**src/pkg/asr_pkg.sv**
```systemverilog
// package: register map, field positions, reset values and state encodings
package asr_pkg;
	localparam logic [7:0] ADDR_STATUS = 8'h00;
	localparam logic [7:0] ADDR_DATA = 8'h04;
	localparam logic [7:0] ADDR_CTRL1 = 8'h08;
	localparam logic [7:0] ADDR_CTRL2 = 8'h0c;
	localparam logic [7:0] ADDR_BAUD = 8'h10;
	localparam int ST_TX_BUFFER_EMPTY_FLAG = 7;
	localparam int ST_TC = 6;
	localparam int ST_RX_READY_FLAG = 5;
	localparam int ST_IDLE = 4;
	localparam int ST_OVR = 3;
	localparam int ST_NOISE = 2;
	localparam int ST_FERR = 1;
	localparam int C1_RX9 = 7;
	localparam int C1_TX9 = 6;
	localparam int C1_LEN = 4;
	localparam int C1_WAKE = 3;
	localparam int C2_TIE = 7;
	localparam int C2_TX_COMPLETE_IRQ_ENABLE = 6;
	localparam int C2_RIE = 5;
	localparam int C2_IDLE_IRQ_ENABLE = 4;
	localparam int C2_TE = 3;
	localparam int C2_RE = 2;
	localparam int C2_MUTE = 1;
	localparam logic [7:0] STATUS_RESET = 8'hc0;
	localparam logic [7:0] CTRL1_RESET = 8'h00;
	localparam logic [7:0] CTRL2_RESET = 8'h00;
	localparam logic [15:0] BAUD_RESET = 16'h0010;
	localparam logic [3:0] FRAME_SHORT = 4'ha;
	localparam logic [3:0] FRAME_LONG = 4'hb;
	localparam logic [3:0] DATA_SHORT = 4'h8;
	localparam logic [3:0] DATA_LONG = 4'h9;
	typedef enum logic [1:0] {
		RX_HUNT = 2'b00,
		RX_START = 2'b01,
		RX_DATA = 2'b11,
		RX_STOP = 2'b10
	} asr_rx_state_t;
	typedef enum logic [0:0] {
		TX_IDLE = 1'b0,
		TX_SEND = 1'b1
	} asr_tx_state_t;
	typedef enum logic [2:0] {
		SEL_NONE = 3'h0,
		SEL_STATUS = 3'h1,
		SEL_DATA = 3'h2,
		SEL_CTRL1 = 3'h3,
		SEL_CTRL2 = 3'h4,
		SEL_BAUD = 3'h5
	} asr_sel_t;
endpackage

```
**src/hdl/asr_rx_frame.sv**
```systemverilog
// receive framer: start hunt, 3-sample majority, noise, framing and idle detection
`timescale 1ns/100ps
`default_nettype none
module asr_rx_frame (
	input wire logic pclk,
	input wire logic presetn,
	input wire logic rx_line,
	input wire logic rx_on,
	input wire logic run,
	input wire logic [15:0] bit_div,
	input wire logic nine_bit,
	output logic word_valid,
	output logic [8:0] word,
	output logic word_noise,
	output logic word_framing,
	output logic idle_seen
);
	typedef struct packed {
		asr_pkg::asr_rx_state_t st;
		logic [15:0] cnt;
		logic [3:0] nbit;
		logic [8:0] shf;
		logic [2:0] smp;
		logic noisy;
		logic [3:0] idle_bits;
		logic idle_done;
		logic vld;
		logic nf;
		logic fe;
		logic idle_p;
	} asr_rx_st_t;

	asr_rx_st_t s_ff;
	asr_rx_st_t nxt_s;

	function automatic logic asr_major(input logic [2:0] v);
		asr_major = (v[0] & v[1]) | (v[0] & v[2]) | (v[1] & v[2]);
	endfunction

	always_comb begin
		logic [15:0] half;
		logic wrap;
		logic decide;
		logic bitv;
		logic clean;
		logic [3:0] frame_bits;
		logic [3:0] data_bits;
		half = {1'b0, bit_div[15:1]};
		wrap = s_ff.cnt == bit_div - 16'h0001;
		decide = s_ff.cnt == half + 16'h0001;
		bitv = asr_major(s_ff.smp);
		clean = (s_ff.smp == 3'h0) || (s_ff.smp == 3'h7);
		frame_bits = nine_bit ? asr_pkg::FRAME_LONG : asr_pkg::FRAME_SHORT;
		data_bits = nine_bit ? asr_pkg::DATA_LONG : asr_pkg::DATA_SHORT;
		nxt_s = s_ff;
		nxt_s.vld = 1'b0;
		nxt_s.idle_p = 1'b0;
		if (!rx_on) begin
			nxt_s.st = asr_pkg::RX_HUNT;
			nxt_s.cnt = 16'h0000;
			nxt_s.idle_bits = 4'h0;
			nxt_s.idle_done = 1'b0;
		end else if (run) begin
			nxt_s.cnt = wrap ? 16'h0000 : s_ff.cnt + 16'h0001;
			if (s_ff.cnt == half - 16'h0002 || s_ff.cnt == half - 16'h0001 || s_ff.cnt == half) begin
				nxt_s.smp = {s_ff.smp[1:0], rx_line};
			end
			case (s_ff.st)
				asr_pkg::RX_HUNT: begin
					if (!rx_line) begin
						nxt_s.st = asr_pkg::RX_START;
						nxt_s.cnt = 16'h0001;
						// the detection sample stands in when the first sample point already lies behind
						nxt_s.smp = 3'h0;
						nxt_s.noisy = 1'b0;
						nxt_s.idle_bits = 4'h0;
						nxt_s.idle_done = 1'b0;
					end else if (wrap && !s_ff.idle_done) begin
						nxt_s.idle_bits = s_ff.idle_bits + 4'h1;
						if (s_ff.idle_bits == frame_bits - 4'h1) begin
							nxt_s.idle_p = 1'b1;
							nxt_s.idle_done = 1'b1;
						end
					end
				end
				asr_pkg::RX_START: begin
					if (wrap) begin
						nxt_s.st = asr_pkg::RX_DATA;
						nxt_s.nbit = 4'h0;
					end
					// a false start wins even when the decision falls on the last count of the bit
					if (decide) begin
						nxt_s.noisy = !clean;
						if (bitv) begin
							nxt_s.st = asr_pkg::RX_HUNT;
						end
					end
				end
				asr_pkg::RX_DATA: begin
					if (decide) begin
						nxt_s.shf = {bitv, s_ff.shf[8:1]};
						nxt_s.noisy = s_ff.noisy | !clean;
						nxt_s.nbit = s_ff.nbit + 4'h1;
					end
					if (wrap && nxt_s.nbit == data_bits) begin
						nxt_s.st = asr_pkg::RX_STOP;
					end
				end
				asr_pkg::RX_STOP: begin
					if (decide) begin
						nxt_s.vld = 1'b1;
						nxt_s.nf = s_ff.noisy | !clean;
						nxt_s.fe = !bitv;
						nxt_s.st = asr_pkg::RX_HUNT;
					end
				end
				default: begin
					nxt_s.st = asr_pkg::RX_HUNT;
				end
			endcase
		end
	end

	always_ff @(posedge pclk or negedge presetn) begin
		if (!presetn) begin
			s_ff <= '0;
		end else begin
			s_ff <= nxt_s;
		end
	end

	assign word_valid = s_ff.vld;
	assign word = nine_bit ? s_ff.shf : {1'b0, s_ff.shf[8:1]};
	assign word_noise = s_ff.nf;
	assign word_framing = s_ff.fe;
	assign idle_seen = s_ff.idle_p;
endmodule
`default_nettype wire

```
**src/hdl/asr_serial.sv**
```systemverilog
// serial interface with mute/wake-up, status flags, control registers, APB slave
`timescale 1ns/100ps
`default_nettype none
module asr_serial (
	input wire logic pclk,
	input wire logic presetn,
	input wire logic psel,
	input wire logic penable,
	input wire logic pwrite,
	input wire logic [7:0] paddr,
	input wire logic [31:0] pwdata,
	output logic [31:0] prdata,
	output logic pready,
	output logic pslverr,
	input wire logic cpu_irq_mask,
	input wire logic halt_mode,
	input wire logic serial_rx_pin,
	output logic tx_pin_out,
	output logic tx_pin_oe,
	output logic irq_request
);
	typedef struct packed {
		logic tx_buffer_empty_flag;
		logic tc;
		logic rx_ready_flag;
		logic idle;
		logic ovr;
		logic noise;
		logic ferr;
		logic rx9;
		logic tx9;
		logic len;
		logic wake;
		logic tx_empty_irq_enable;
		logic tx_complete_irq_enable;
		logic rx_irq_enable;
		logic idle_irq_enable;
		logic te;
		logic re;
		logic mute;
		logic [15:0] baud;
		logic [7:0] rx_buf;
		logic [7:0] tx_buf;
		logic seen;
		logic idle_arm;
		logic rx_meta;
		logic rx_sync;
		asr_pkg::asr_tx_state_t tx_st;
		logic [15:0] tx_cnt;
		logic [3:0] tx_left;
		logic [10:0] tx_shf;
		logic pre_pend;
		logic te_prev;
		logic [31:0] prdata;
		logic pready;
		logic pslverr;
		logic irq;
		logic tx_out;
		logic tx_oe;
	} asr_state_t;

	asr_state_t s_ff;
	asr_state_t nxt_s;
	logic rx_vld;
	logic [8:0] rx_word;
	logic rx_nf;
	logic rx_fe;
	logic rx_idle;

	function automatic asr_pkg::asr_sel_t asr_decode(input logic [7:0] a);
		case (a)
			asr_pkg::ADDR_STATUS: asr_decode = asr_pkg::SEL_STATUS;
			asr_pkg::ADDR_DATA: asr_decode = asr_pkg::SEL_DATA;
			asr_pkg::ADDR_CTRL1: asr_decode = asr_pkg::SEL_CTRL1;
			asr_pkg::ADDR_CTRL2: asr_decode = asr_pkg::SEL_CTRL2;
			asr_pkg::ADDR_BAUD: asr_decode = asr_pkg::SEL_BAUD;
			default: asr_decode = asr_pkg::SEL_NONE;
		endcase
	endfunction

	asr_rx_frame u_rx (
		.pclk(pclk),
		.presetn(presetn),
		.rx_line(s_ff.rx_sync),
		.rx_on(s_ff.re),
		.run(!halt_mode),
		.bit_div(s_ff.baud),
		.nine_bit(s_ff.len),
		.word_valid(rx_vld),
		.word(rx_word),
		.word_noise(rx_nf),
		.word_framing(rx_fe),
		.idle_seen(rx_idle)
	);

	always_comb begin
		asr_pkg::asr_sel_t sel;
		logic access;
		logic rd;
		logic wr;
		logic msb;
		logic take;
		logic [7:0] st_val;
		logic [3:0] frame_bits;
		sel = asr_decode(paddr);
		access = psel && penable && s_ff.pready;
		rd = access && !pwrite;
		wr = access && pwrite && !halt_mode;
		frame_bits = s_ff.len ? asr_pkg::FRAME_LONG : asr_pkg::FRAME_SHORT;
		st_val = 8'h00;
		st_val[asr_pkg::ST_TX_BUFFER_EMPTY_FLAG] = s_ff.tx_buffer_empty_flag;
		st_val[asr_pkg::ST_TC] = s_ff.tc;
		st_val[asr_pkg::ST_RX_READY_FLAG] = s_ff.rx_ready_flag;
		st_val[asr_pkg::ST_IDLE] = s_ff.idle;
		st_val[asr_pkg::ST_OVR] = s_ff.ovr;
		st_val[asr_pkg::ST_NOISE] = s_ff.noise;
		st_val[asr_pkg::ST_FERR] = s_ff.ferr;
		nxt_s = s_ff;
		nxt_s.rx_meta = serial_rx_pin;
		nxt_s.rx_sync = s_ff.rx_meta;

		// apb: no wait state, answer registered at the setup edge
		nxt_s.pready = psel && !penable;
		if (psel && !penable) begin
			nxt_s.pslverr = sel == asr_pkg::SEL_NONE;
			nxt_s.prdata = 32'h0000_0000;
			case (sel)
				asr_pkg::SEL_STATUS: nxt_s.prdata[7:0] = st_val;
				asr_pkg::SEL_DATA: nxt_s.prdata[7:0] = s_ff.rx_buf;
				asr_pkg::SEL_CTRL1: begin
					nxt_s.prdata[asr_pkg::C1_RX9] = s_ff.rx9;
					nxt_s.prdata[asr_pkg::C1_TX9] = s_ff.tx9;
					nxt_s.prdata[asr_pkg::C1_LEN] = s_ff.len;
					nxt_s.prdata[asr_pkg::C1_WAKE] = s_ff.wake;
				end
				asr_pkg::SEL_CTRL2: begin
					nxt_s.prdata[asr_pkg::C2_TIE] = s_ff.tx_empty_irq_enable;
					nxt_s.prdata[asr_pkg::C2_TX_COMPLETE_IRQ_ENABLE] = s_ff.tx_complete_irq_enable;
					nxt_s.prdata[asr_pkg::C2_RIE] = s_ff.rx_irq_enable;
					nxt_s.prdata[asr_pkg::C2_IDLE_IRQ_ENABLE] = s_ff.idle_irq_enable;
					nxt_s.prdata[asr_pkg::C2_TE] = s_ff.te;
					nxt_s.prdata[asr_pkg::C2_RE] = s_ff.re;
					nxt_s.prdata[asr_pkg::C2_MUTE] = s_ff.mute;
				end
				asr_pkg::SEL_BAUD: nxt_s.prdata[15:0] = s_ff.baud;
				default: nxt_s.prdata = 32'h0000_0000;
			endcase
		end

		// status access arms the clearing sequence, the data access completes it
		if (access && !halt_mode && sel == asr_pkg::SEL_STATUS) begin
			nxt_s.seen = 1'b1;
		end
		if (access && !halt_mode && sel == asr_pkg::SEL_DATA) begin
			nxt_s.seen = 1'b0;
			if (s_ff.seen && pwrite) begin
				nxt_s.tx_buffer_empty_flag = 1'b0;
				nxt_s.tc = 1'b0;
			end
			if (s_ff.seen && !pwrite) begin
				nxt_s.rx_ready_flag = 1'b0;
				nxt_s.idle = 1'b0;
				nxt_s.ovr = 1'b0;
				nxt_s.noise = 1'b0;
				nxt_s.ferr = 1'b0;
			end
		end
		if (wr) begin
			case (sel)
				asr_pkg::SEL_DATA: nxt_s.tx_buf = pwdata[7:0];
				asr_pkg::SEL_CTRL1: begin
					nxt_s.tx9 = pwdata[asr_pkg::C1_TX9];
					nxt_s.len = pwdata[asr_pkg::C1_LEN];
					nxt_s.wake = pwdata[asr_pkg::C1_WAKE];
				end
				asr_pkg::SEL_CTRL2: begin
					nxt_s.tx_empty_irq_enable = pwdata[asr_pkg::C2_TIE];
					nxt_s.tx_complete_irq_enable = pwdata[asr_pkg::C2_TX_COMPLETE_IRQ_ENABLE];
					nxt_s.rx_irq_enable = pwdata[asr_pkg::C2_RIE];
					nxt_s.idle_irq_enable = pwdata[asr_pkg::C2_IDLE_IRQ_ENABLE];
					nxt_s.te = pwdata[asr_pkg::C2_TE];
					nxt_s.re = pwdata[asr_pkg::C2_RE];
					nxt_s.mute = pwdata[asr_pkg::C2_MUTE];
				end
				asr_pkg::SEL_BAUD: nxt_s.baud = pwdata[15:0];
				default: nxt_s.baud = s_ff.baud;
			endcase
		end
		if (!halt_mode) begin
			nxt_s.te_prev = s_ff.te;
		end

		// transmitter
		if (!halt_mode) begin
			if (s_ff.te && !s_ff.te_prev) begin
				nxt_s.pre_pend = 1'b1;
			end
			case (s_ff.tx_st)
				asr_pkg::TX_IDLE: begin
					nxt_s.tx_cnt = 16'h0000;
					nxt_s.tx_left = frame_bits;
					if (s_ff.te && s_ff.pre_pend) begin
						nxt_s.tx_shf = 11'h7ff;
						nxt_s.pre_pend = 1'b0;
						nxt_s.tx_st = asr_pkg::TX_SEND;
					end else if (s_ff.te && !s_ff.tx_buffer_empty_flag) begin
						nxt_s.tx_shf = s_ff.len ? {1'b1, s_ff.tx9, s_ff.tx_buf, 1'b0} : {2'b11, s_ff.tx_buf, 1'b0};
						nxt_s.tx_buffer_empty_flag = 1'b1;
						nxt_s.tx_st = asr_pkg::TX_SEND;
					end
				end
				asr_pkg::TX_SEND: begin
					nxt_s.tx_cnt = s_ff.tx_cnt + 16'h0001;
					if (s_ff.tx_cnt == s_ff.baud - 16'h0001) begin
						nxt_s.tx_cnt = 16'h0000;
						nxt_s.tx_shf = {1'b1, s_ff.tx_shf[10:1]};
						nxt_s.tx_left = s_ff.tx_left - 4'h1;
						if (s_ff.tx_left == 4'h1) begin
							nxt_s.tc = 1'b1;
							nxt_s.tx_st = asr_pkg::TX_IDLE;
						end
					end
				end
				default: nxt_s.tx_st = asr_pkg::TX_IDLE;
			endcase
		end
		nxt_s.tx_oe = nxt_s.te;
		nxt_s.tx_out = (nxt_s.tx_st == asr_pkg::TX_SEND) ? nxt_s.tx_shf[0] : 1'b1;

		// receiver events
		msb = s_ff.len ? rx_word[8] : rx_word[7];
		take = 1'b0;
		if (rx_vld) begin
			if (!s_ff.mute) begin
				take = 1'b1;
			end else if (s_ff.wake && msb) begin
				nxt_s.mute = 1'b0;
				take = 1'b1;
			end
		end
		if (take) begin
			if (nxt_s.rx_ready_flag) begin
				nxt_s.ovr = 1'b1;
			end else begin
				nxt_s.rx_buf = rx_word[7:0];
				nxt_s.rx9 = rx_word[8] & s_ff.len;
				nxt_s.rx_ready_flag = 1'b1;
				nxt_s.noise = rx_nf;
				nxt_s.ferr = rx_fe;
				nxt_s.idle_arm = 1'b1;
			end
		end
		if (rx_idle) begin
			if (s_ff.mute) begin
				if (!s_ff.wake) begin
					nxt_s.mute = 1'b0;
				end
			end else if (s_ff.idle_arm) begin
				nxt_s.idle = 1'b1;
				nxt_s.idle_arm = 1'b0;
			end
		end

		// one shared request; receive sources gated off while muted, none while halted
		nxt_s.irq = !cpu_irq_mask && !halt_mode && (
			(nxt_s.tx_empty_irq_enable && nxt_s.tx_buffer_empty_flag) ||
			(nxt_s.tx_complete_irq_enable && nxt_s.tc) ||
			(!nxt_s.mute && nxt_s.rx_irq_enable && (nxt_s.rx_ready_flag || nxt_s.ovr)) ||
			(!nxt_s.mute && nxt_s.idle_irq_enable && nxt_s.idle));
	end

	always_ff @(posedge pclk or negedge presetn) begin
		if (!presetn) begin
			s_ff <= '0;
			s_ff.tx_buffer_empty_flag <= asr_pkg::STATUS_RESET[asr_pkg::ST_TX_BUFFER_EMPTY_FLAG];
			s_ff.tc <= asr_pkg::STATUS_RESET[asr_pkg::ST_TC];
			s_ff.rx9 <= asr_pkg::CTRL1_RESET[asr_pkg::C1_RX9];
			s_ff.te <= asr_pkg::CTRL2_RESET[asr_pkg::C2_TE];
			s_ff.baud <= asr_pkg::BAUD_RESET;
			s_ff.idle_arm <= 1'b1;
			s_ff.rx_meta <= 1'b1;
			s_ff.rx_sync <= 1'b1;
			s_ff.tx_st <= asr_pkg::TX_IDLE;
			s_ff.tx_out <= 1'b1;
		end else begin
			s_ff <= nxt_s;
		end
	end

	assign prdata = s_ff.prdata;
	assign pready = s_ff.pready;
	assign pslverr = s_ff.pslverr;
	assign tx_pin_out = s_ff.tx_out;
	assign tx_pin_oe = s_ff.tx_oe;
	assign irq_request = s_ff.irq;
endmodule
`default_nettype wire

```
**config.mk**
```make
export PLATFORM = sky130hd
export DESIGN_NAME = asr_serial
export DESIGN_NICKNAME = d
export VERILOG_FILES = /design/src/pkg/asr_pkg.sv /design/src/hdl/asr_rx_frame.sv /design/src/hdl/asr_serial.sv
export SDC_FILE = /design/constraint.sdc
export NUM_CORES = 1
export LEC_CHECK = 0
export ABC_CLOCK_PERIOD_IN_PS = 3300
export BUFFER_PORTS_ARGS = -buffer_cell sky130_fd_sc_hd__buf_4
export CORE_ASPECT_RATIO = 1.5
export CORE_MARGIN = 1
export CORE_UTILIZATION = 45
export CTS_BUF_LIST = sky130_fd_sc_hd__clkbuf_4 sky130_fd_sc_hd__clkbuf_8
export CTS_CLUSTER_DIAMETER = 200
export DETAILED_ROUTE_END_ITERATION = 8
export PLACE_DENSITY = 0.7
export RECOVER_POWER = 100
export SYNTH_ARGS = -nofsm -noshare
export SYNTH_HDL_FRONTEND = slang
export SYNTH_SLANG_ARGS = --single-unit
```
**constraint.sdc**
```tcl
create_clock -name pclk -period 3.3 [get_ports pclk]
set_input_delay 0.495 -clock pclk [delete_from_list [all_inputs] [get_ports pclk]]
set_output_delay 0.495 -clock pclk [all_outputs]
set_load 0.01 [all_outputs]
```
## Yosys cells after proc, flatten, opt, wreduce, memory -nomap -nowiden

Cells that the tools add are included.

- Word-level logic and storage cells: 264
- Flip-flop bits (word level): 152
- Output and inout bits: 37
- Input bits: 48

- Reductions and logical operators: 63
- Bitwise operators: 10
- $add $sub $neg: 10
- Muxes and demuxes: 96
- Equality and inequality tests: 36

Operators by type and width:

| cell | number |
|---|---|
| $eq 16x16->1 | 5 |
| $pmux 32 s2 | 1 |
| $mux 13 | 4 |
| $mux 16 | 3 |
| $mux 1 | 44 |
| $mux 44 | 1 |
| $mux 18 | 2 |
| $mux 33 | 1 |
| $add 16x1->16 const B | 2 |
| $mux 32 | 1 |
| $mux 5 | 5 |
| $logic_and 1x1->1 | 24 |
| $mux 23 | 1 |
| $mux 11 | 2 |
| $pmux 2 s5 | 2 |
| $reduce_and 4->1 | 5 |
| $mux 9 | 2 |
| $add 15x1->16 const B | 1 |
| $eq 16x15->1 | 1 |
| $eq 8x4->1 const B | 2 |
| $mux 4 | 4 |
| $pmux 2 s4 | 2 |
| $sub 15x1->16 const B | 1 |
| $sub 15x2->16 const B | 1 |
| 40 further kinds | 98 |

## Longest topological paths before layout

Gate-level depths: netlist (run 1).

- Depth in word-level cells: 17
- Depth in mapped cells: 14
- Mapped depth without buffers: 10

## Modules after synthesis

From an unflattened synthesis (run 1), not the netlist that was laid out.

- Cells, all modules: 1,103
- Area, all modules: 10,073.4 µm²

By module, submodules not included:

| module | sequential area each (µm²) | area an instance (µm²) | cells each | instances |
|---|---|---|---|---|
| asr_serial | 2,711.4 | 5,674.2 | 569 | 1 |
| asr_rx_frame | 1,101.1 | 4,399.2 | 534 | 1 |

## Worst setup path before layout (run 1)

No wires, ideal clock.

- Path type: register to register
- Start point: reg s_ff[93] (netlist name)
- End point: reg u_rx.s_ff[5] (netlist name)
- Data required time: 3.231 ns
- Buffers on the path: 2
- Setup time: 0.069 ns
- Path slack: 0.141 ns
- Data arrival time: 3.090 ns
- Stages on the path, launching flop included: 13
- Period minus slack after synthesis: 3.159 ns
- Path through: dfrtp_1 clkbuf_1 inv_1 ha_1 clkbuf_1 or3b_2 nor3_1 xnor3_1 nand2_1 nor3b_4 nand3b_2 or4_1 nand3_1

- Cells in the longest elaborated chain, start to end: 5

RTL lines:

| element | RTL line | RTL |
|---|---|---|
| start: declaration | asr_serial.sv:62 | `asr_state_t s_ff;` |
| start signal: assignment | asr_serial.sv:286 | `s_ff <= nxt_s;` |
| $sub 16x1->16 | asr_rx_frame.sv:49 | `wrap = s_ff.cnt == bit_div - 16'h0001;` |
| $eq 16x16->1 | asr_rx_frame.sv:49 |  |
| $logic_and 1x1->1 | asr_rx_frame.sv:78 | `end else if (wrap && !s_ff.idle_done) begin` |
| $ne 3x2->1 (no source line) | -- |  |
| $reduce_and 3->1 (no source line) | -- |  |
| end signal: assignment | asr_rx_frame.sv:128 | `s_ff <= nxt_s;` |
| end: declaration | asr_rx_frame.sv:33 | `asr_rx_st_t s_ff;` |

Every way passes these cells.
A chain may end at the register's enable or synchronous reset.

## Worst setup path in the final report (run 1)

- Start point: reg s_ff[99] (netlist name)
- End point: reg u_rx.s_ff[42] (netlist name)

- Cells in the longest elaborated chain, start to end: 10
- Elaborated cells between the ends (all ways): 19
- Those cells by class: add/sub (2); eq/ne (5); mux (10); reduce/logical (2)

RTL lines:

| element | RTL line | RTL |
|---|---|---|
| $add 15x1->16 | asr_rx_frame.sv:50 | `decide = s_ff.cnt == half + 16'h0001;` |
| $eq 16x16->1 | asr_rx_frame.sv:50 |  |
| $mux 13 | asr_rx_frame.sv:100 | `if (decide) begin` |
| $mux 13 | asr_rx_frame.sv:68 | `case (s_ff.st)` |
| $mux 13 | asr_rx_frame.sv:63 | `end else if (run) begin` |
| $mux 13 | asr_rx_frame.sv:58 | `if (!rx_on) begin` |
| $eq 4x4->1 | asr_rx_frame.sv:105 | `if (wrap && nxt_s.nbit == data_bits) begin` |
| $logic_and 1x1->1 | asr_rx_frame.sv:105 |  |
| $ne 3x2->1 (no source line) | -- |  |
| $reduce_and 4->1 (no source line) | -- |  |

Several ways; a longest one is shown, not always the timed one. The select of a mux whose other input is x is not followed.

==> summary.txt, run 1 <==
Hold depth: 1
Run status: complete, but fails checks
Worst Reg-to-Reg Cells: 10
RSZ-0062 raised after global routing: false
Clock sinks: 152
Pint: 2749 uW
Vias in the first global route: 8575
Fin crit share: 96.09%
FP Rows: 67
Netlist cell types: 91
Critical path data arrival time: 3530 ps
Seq/Total Area, Yosys: 37.35%
Core Box Area: 0.02230 sq mm
Avg WL per Cell: 18.86 um
Routed wl met2: 13.90 mm
Post-Route WL: 27.80 mm
Max cap viols: 1
Clock transition at the registers of the reported paths: 90 ps
Tightest Hold Check Type: input port to flip-flop
Sequential power share: 51.1%
Sw power: 1084 uW
Setup crit start: s_ff[99]
# nets final: 1244
CP delay by family, top: compound AO/OA/AOI/OAI gates
Htree depth: 4
CTS tree: built
Synth top area cells: dfrtp_1 36%, nand2_1 4.6%, o21ai_0 3.5%, mux2_2 3.4%, nand3_1 3.1%
Post-synthesis xor/xnor area fraction: 9.096%
Vias: 8831
Clock latency at the later pin of the worst-skew pair: 480 ps
CTS Buf Count: 17
Area growth, synth to finish: 11.03%
Final RePlAce weighted congestion: 0.9553
Slew Limit Headroom: -50.87%
Tmin final: 3171 ps
Cells after Synth: 1131
CP Class: flip-flop to flip-flop
Peak Freq: 315.4 MHz
Die area: 0.02330 sq mm
Post-synthesis cell area: 0.01021 sq mm
Largest family of logic cells by synthesized area: simple AND/OR/NAND/NOR gates
Post-synth top cells: 145 x dfrtp_1, 126 x nand2_1, 74 x nor2_1
Most frequent cell after synthesis: dfrtp_1
Critical path buffers and inverters: 2
Failing checks: design-rule violations, max-capacitance violations, max-slew violations
Largest net degree at the start of global routing: 90
Initial Util: 45.77%
Post-DP HPWL: 20.92 mm
Asr flop ratio synth: 100.0%
Yosys warnings: 0
DR pass1 iterations: 7
Logic pwr share: 10.0%
Post-CTS Hold Fix Bufs: 0
CP max FO: 7
Layout cells sized above 1: 17.45%
Non-filler cells, final: 1474
Critical path, cell by cell: clkbuf_2 -> buf_4 -> nand4_4 -> o41a_1 -> a211oi_1 -> a211oi_1 -> a21oi_2 -> or2_1 -> a211oi_1 -> or3_1
First-pass GRT wire length: 45.11 mm
Fill cells: 2100
Setup Total Neg Slack: 0 ps
Post-DR vias/cell: 5.991
Fin. Hold Viols: 0
Synth Flop Type: dfrtp_1
Synth Area in Adders: 1.545%
EDFF count, synth: 0
Final count of negative-setup-slack endpoints: 0
Worst VDD drop: 0.2523 mV
Top Layer Used: met4
M1 WL: 11.04 mm
Ports: 85
Leakage: 0.004906 uW
Max Clock Skew: 15.66 ps
Worst reg2reg path startpoint: s_ff[99]
Die height: 186.4 um
Ant. Diodes: 0
Seq cells post-synth: 152
R2R setup slack: 130 ps
Critical R2R Capture: u_rx.s_ff[42]
Die width: 125.0 um
Post-route ant nets: 0
Area leader, netlist: dfrtp_1
Clk pwr share: 38.8%
Port Buffers: 52
CP Launch Type: flip-flop
Net Sw Frac: 28.27%
Slowest-stage cell, CP: dfrtp_1
Initial antenna violation count: 0
Placed cells: 1439
Clock Path Buffers: 2
Simple-Gate Fraction of Synth Area: 22.91%
Mux contribution to synthesized area: 5.603%
Crit. End Element: flip-flop
Mean Syn Cell Area: 9.024 sq um
Total GRT Usage: 24.77%
CTS root buf: clkbuf_8
Slew Limit Fails: 90
Residual DRC count: 16
Aggregate global routing overflow: 0
Most Frequent Cell on Critical Path: a211oi_1
Worst Tran Pin Value: 2263 ps
Met3 routed WL: 1.202 mm
Starting DRT DRC Count: 691
Post-synth top area share: 35.55%
Compound-Gate Fraction of Synth Area: 16.21%
Hold_sp: serial_rx_pin
Hold EP: nxt_s[71]
Cell Pwr Density: 338.2 mW/mm^2
CP required: 3660 ps
Crit-path max cell delay: 490 ps
[metrics by stage]
step | hold WS [ps] | util [%] | power (uW) | setup slack, ps | instance area, sq um
6_report | 119.1 | 50.82 | 3833 | 128.9 | 11330
5_1_grt | 78.42 | 50.82 | 3998 | 7.012 | 11330
4_1_cts | 86.70 | 51.13 | 3879 | 66.89 | 11400
3_5_place_dp | 347.0 | 49.30 | 2386 | -24.60 | 10990
3_3_place_gp | 346.4 | 49.30 | 2379 | 64.44 | 10990
2_1_floorplan | 199.4 | - | 2224 | 140.9 | 10260
[kinds of logic after synthesis]
kind of cell / Yosys count
XOR/XNOR: 84
adder cells (fa/ha/maj): 13
buffers and inverters: 150
flip-flops: 152
AO/OA/AOI/OAI: 245
multiplexers: 53
AND/OR/NAND/NOR: 433
other: 1
[how the worst max path moves through the flow]
stage,end,slack (ps),depth (start not counted)
after CTS,u_rx.s_ff[10],70,9
final,u_rx.s_ff[42],130,10
after global placement,s_ff[43],60,11
after floorplan,u_rx.s_ff[5],140,12
after detailed placement,s_ff[47],-20,11
after global routing,u_rx.s_ff[15],7,11
[layer usage]
layer	track usage [%]	vias to the layer above
li1	-	4153
met1	28.48	4262
met2	42.69	328
met3	4.243	88
met4	15.38	0
met5	0	-
[power groups by stage]
stage	logic, uW	clock network [uW]	registers (uW)
5_1_grt	430	1610	1960
6_report	385	1490	1960
4_1_cts	395	1530	1960
3_3_place_gp	386	0	1990
2_1_floorplan	276	0	1950
3_5_place_dp	393	0	1990
[registers in the layout (all words and copies together) (netlist names)]
register,count
u_rx.idle_seen,1
tx_pin_out,1
u_rx.s_ff,40
pready,1
nxt_s,1
irq_request,1
u_rx.word_noise,1
tx_pin_oe,1
prdata,16
u_rx.word_framing,1
u_rx.word_valid,1
pslverr,1
s_ff,86
[area by class of cell]
cell class | count | area, sq um | area share (%)
timing repair buffer | 131 | 854.6 | 7.541
clock inverter | 14 | 162.7 | 1.435
tap | 276 | 345.3 | 3.047
clock buffer | 18 | 241.5 | 2.131
inverter | 39 | 146.4 | 1.292
multi-input combinational | 844 | 5769 | 50.91
sequential | 152 | 3812 | 33.64
[placed cells by master, fill, tap and decap left out, types with 7 or more instances in the layout]
| cell | instances |
|---|---|
| mux2i_1 | 20 |
| nor3b_1 | 9 |
| nor3_1 | 26 |
| dfstp_2 | 7 |
| clkbuf_1 | 31 |
| nand2_1 | 125 |
| nand3_1 | 63 |
| mux2_2 | 28 |
| conb_1 | 16 |
| buf_4 | 92 |
| xor2_1 | 34 |
| nand4_1 | 19 |
| nor2_1 | 73 |
| a31oi_1 | 12 |
| a22o_1 | 10 |
| ha_1 | 9 |
| inv_1 | 39 |
| o211ai_1 | 9 |
| xnor3_1 | 14 |
| nor4_1 | 12 |
| or4_1 | 7 |
| dfrtp_1 | 145 |
| or3_1 | 10 |
| o21ai_0 | 77 |
| o311ai_0 | 14 |
| nor2b_1 | 7 |
| o2111ai_1 | 7 |
| a21oi_1 | 38 |
| and3_1 | 16 |
| xnor2_1 | 35 |
| and2_1 | 7 |
| clkbuf_8 | 17 |
| a222oi_1 | 7 |
| a21o_1 | 7 |
| a211oi_1 | 16 |
| nand2b_1 | 8 |
[repair_timing]
action / 4_1_cts / 5_1_grt
buffers inserted: 0 / 3
endpoints found under the setup margin: 3 / 60
gates resized for setup: 2 / 15
Power figures use the tool's default switching activity.
==> inputs of run 2 (changes only) <==
--- a/config.mk
+++ b/config.mk
@@ -9,11 +9,11 @@
 export BUFFER_PORTS_ARGS = -buffer_cell sky130_fd_sc_hd__buf_4
 export CORE_ASPECT_RATIO = 1.5
 export CORE_MARGIN = 1
-export CORE_UTILIZATION = 45
+export CORE_UTILIZATION = 40
 export CTS_BUF_LIST = sky130_fd_sc_hd__clkbuf_4 sky130_fd_sc_hd__clkbuf_8
 export CTS_CLUSTER_DIAMETER = 200
 export DETAILED_ROUTE_END_ITERATION = 8
-export PLACE_DENSITY = 0.7
+export PLACE_DENSITY = 0.64
 export RECOVER_POWER = 100
 export SYNTH_ARGS = -nofsm -noshare
 export SYNTH_HDL_FRONTEND = slang
==> summary.txt, run 2 (synthesized netlist as in run 1, its figures left out) <==
Run status: complete, but fails checks
Failing checks: max-capacitance violations, max-slew violations
CP max FO: 6
Vias in the first global route: 8656
Port Buffers: 52
Final worst setup slack: 152.3 ps
Post-DR vias/cell: 5.748
Post-Route WL: 28.83 mm
Clock transition at the registers of the reported paths: 90 ps
Post-CTS Setup Bufs: 0
Leakage: 0.004881 uW
Dpl cell area: 0.01112 sq mm
Core Box Area: 0.02505 sq mm
Worst Tran Pin Value: 2124 ps
CP Class: flip-flop to flip-flop
Residual DRC count: 0
Top Layer Used: met4
Commonest cells after routing, fill and taps aside: 145 x dfrtp_1, 125 x nand2_1, 86 x buf_4
Worst VDD drop: 0.2343 mV
Vias: 8772
RSZ-0062 raised after global routing: false
Routed wl met2: 14.56 mm
CTS tree: built
Slew Limit Headroom: -41.63%
Die height: 197.6 um
Layout cells sized above 1: 16.78%
Commonest non-fill, non-tap cell in the layout: dfrtp_1
Htree depth: 4
Clock latency at the later pin of the worst-skew pair: 480 ps
Ant. Diodes: 0
Max Clock Skew: 15.99 ps
Initial Util: 40.74%
Clock Path Buffers: 2
Avg WL per Cell: 18.89 um
Tightest Hold Check Type: input port to flip-flop
FP Rows: 71
Tmin final: 3148 ps
Final count of negative-setup-slack endpoints: 0
Starting DRT DRC Count: 606
Cell Pwr Density: 322.7 mW/mm^2
Area growth, synth to finish: 11.17%
CTS Buf Count: 17
# nets final: 1244
CTS root buf: clkbuf_8
Pre-CTS WS: 84.97 ps
CP required: 3690 ps
CP Launch Type: flip-flop
Total GRT Usage: 22.76%
Final RePlAce weighted congestion: 0.9407
Most flops, register: s_ff
Post-CTS Hold Fix Bufs: 0
Setup Total Neg Slack: 0 ps
Fin. Hold Viols: 0
# resized after CTS: 0
Die width: 132.4 um
Largest net degree at the start of global routing: 84
Crit. End Element: flip-flop
Post-DP HPWL: 21.75 mm
Largest register FFs: 86
Die area: 0.02617 sq mm
Ports: 85
Max cap viols: 1
Peak Freq: 317.7 MHz
Slew Limit Fails: 84
Initial antenna violation count: 0
Critical path data arrival time: 3530 ps
M1 WL: 11.84 mm
Final Cell Area: 0.01135 sq mm
Clock sinks: 152
Met3 routed WL: 929 um
Aggregate global routing overflow: 0
DR pass1 iterations: 5
Fin crit share: 95.39%
Post-route ant nets: 0
First-pass GRT wire length: 46.08 mm
-- run 2: cell count changes in the layout (fill, tap and decap cells not counted), moves of 3 or more --
cell,change
buf_4,-6
o311ai_0,-4
o311ai_1,+4
clkbuf_4,+3
inv_6,-3
o21ai_0,-3
o21ai_1,+3
-- run 2: path summary, 6_finish.rpt --
kind,start,to,slack (ps),cells past startpoint
max,s_ff[92],u_rx.s_ff[32],150,12
min,serial_rx_pin,nxt_s[71],130,1
max reg2reg,s_ff[92],u_rx.s_ff[32],150,12
min reg2reg,nxt_s[71],s_ff[71],360,0
max in group asynchronous,presetn,u_rx.s_ff[34],830,2
min in group asynchronous,presetn,s_ff[66],580,1
-- run 2: where the power goes --
group          internal (uW)  switching [uW]
sequential              1890            73.8
combinational            157             224
clock                    575             739
-- run 2: metal layers --
layer,track usage [%],up-vias
met5,0,-
met4,13.79,0
met3,3.002,76
met2,39.77,249
met1,26.48,4301
li1,-,4146
-- run 2: through the flow --
step	utilization (%)	cells	power (uW)	hold WS (ps)
2_1_floorplan	-	1146	2224	199.4
3_3_place_gp	44.39	1494	2394	346.1
3_5_place_dp	44.39	1494	2398	347.3
4_1_cts	45.79	1526	3720	69.18
5_1_grt	45.29	1526	3823	92.78
6_report	45.29	1526	3662	127.8
-- run 2: worst max-delay path, stage by stage (launching register included) --
cell and delay (ps):
dfrtp_1 430, inv_1 130, ha_1 200, or3b_2 500
nor2_1 250, xnor3_1 310, nand4_1 90, and4bb_1 320
buf_4 200, a21oi_1 200, clkbuf_2 210, nand2_1 60
o21ai_0 160
-- run 2: final cells by class --
type                    count  area (sq um)
clock inverters            10         73.82
fillers                  2531         13710
well taps                 328         410.4
repair buffers            131         867.1
inverters                  39         146.4
clock buffers              22         277.8
multi-input cells         844          5758
flip-flops and latches    152          3812
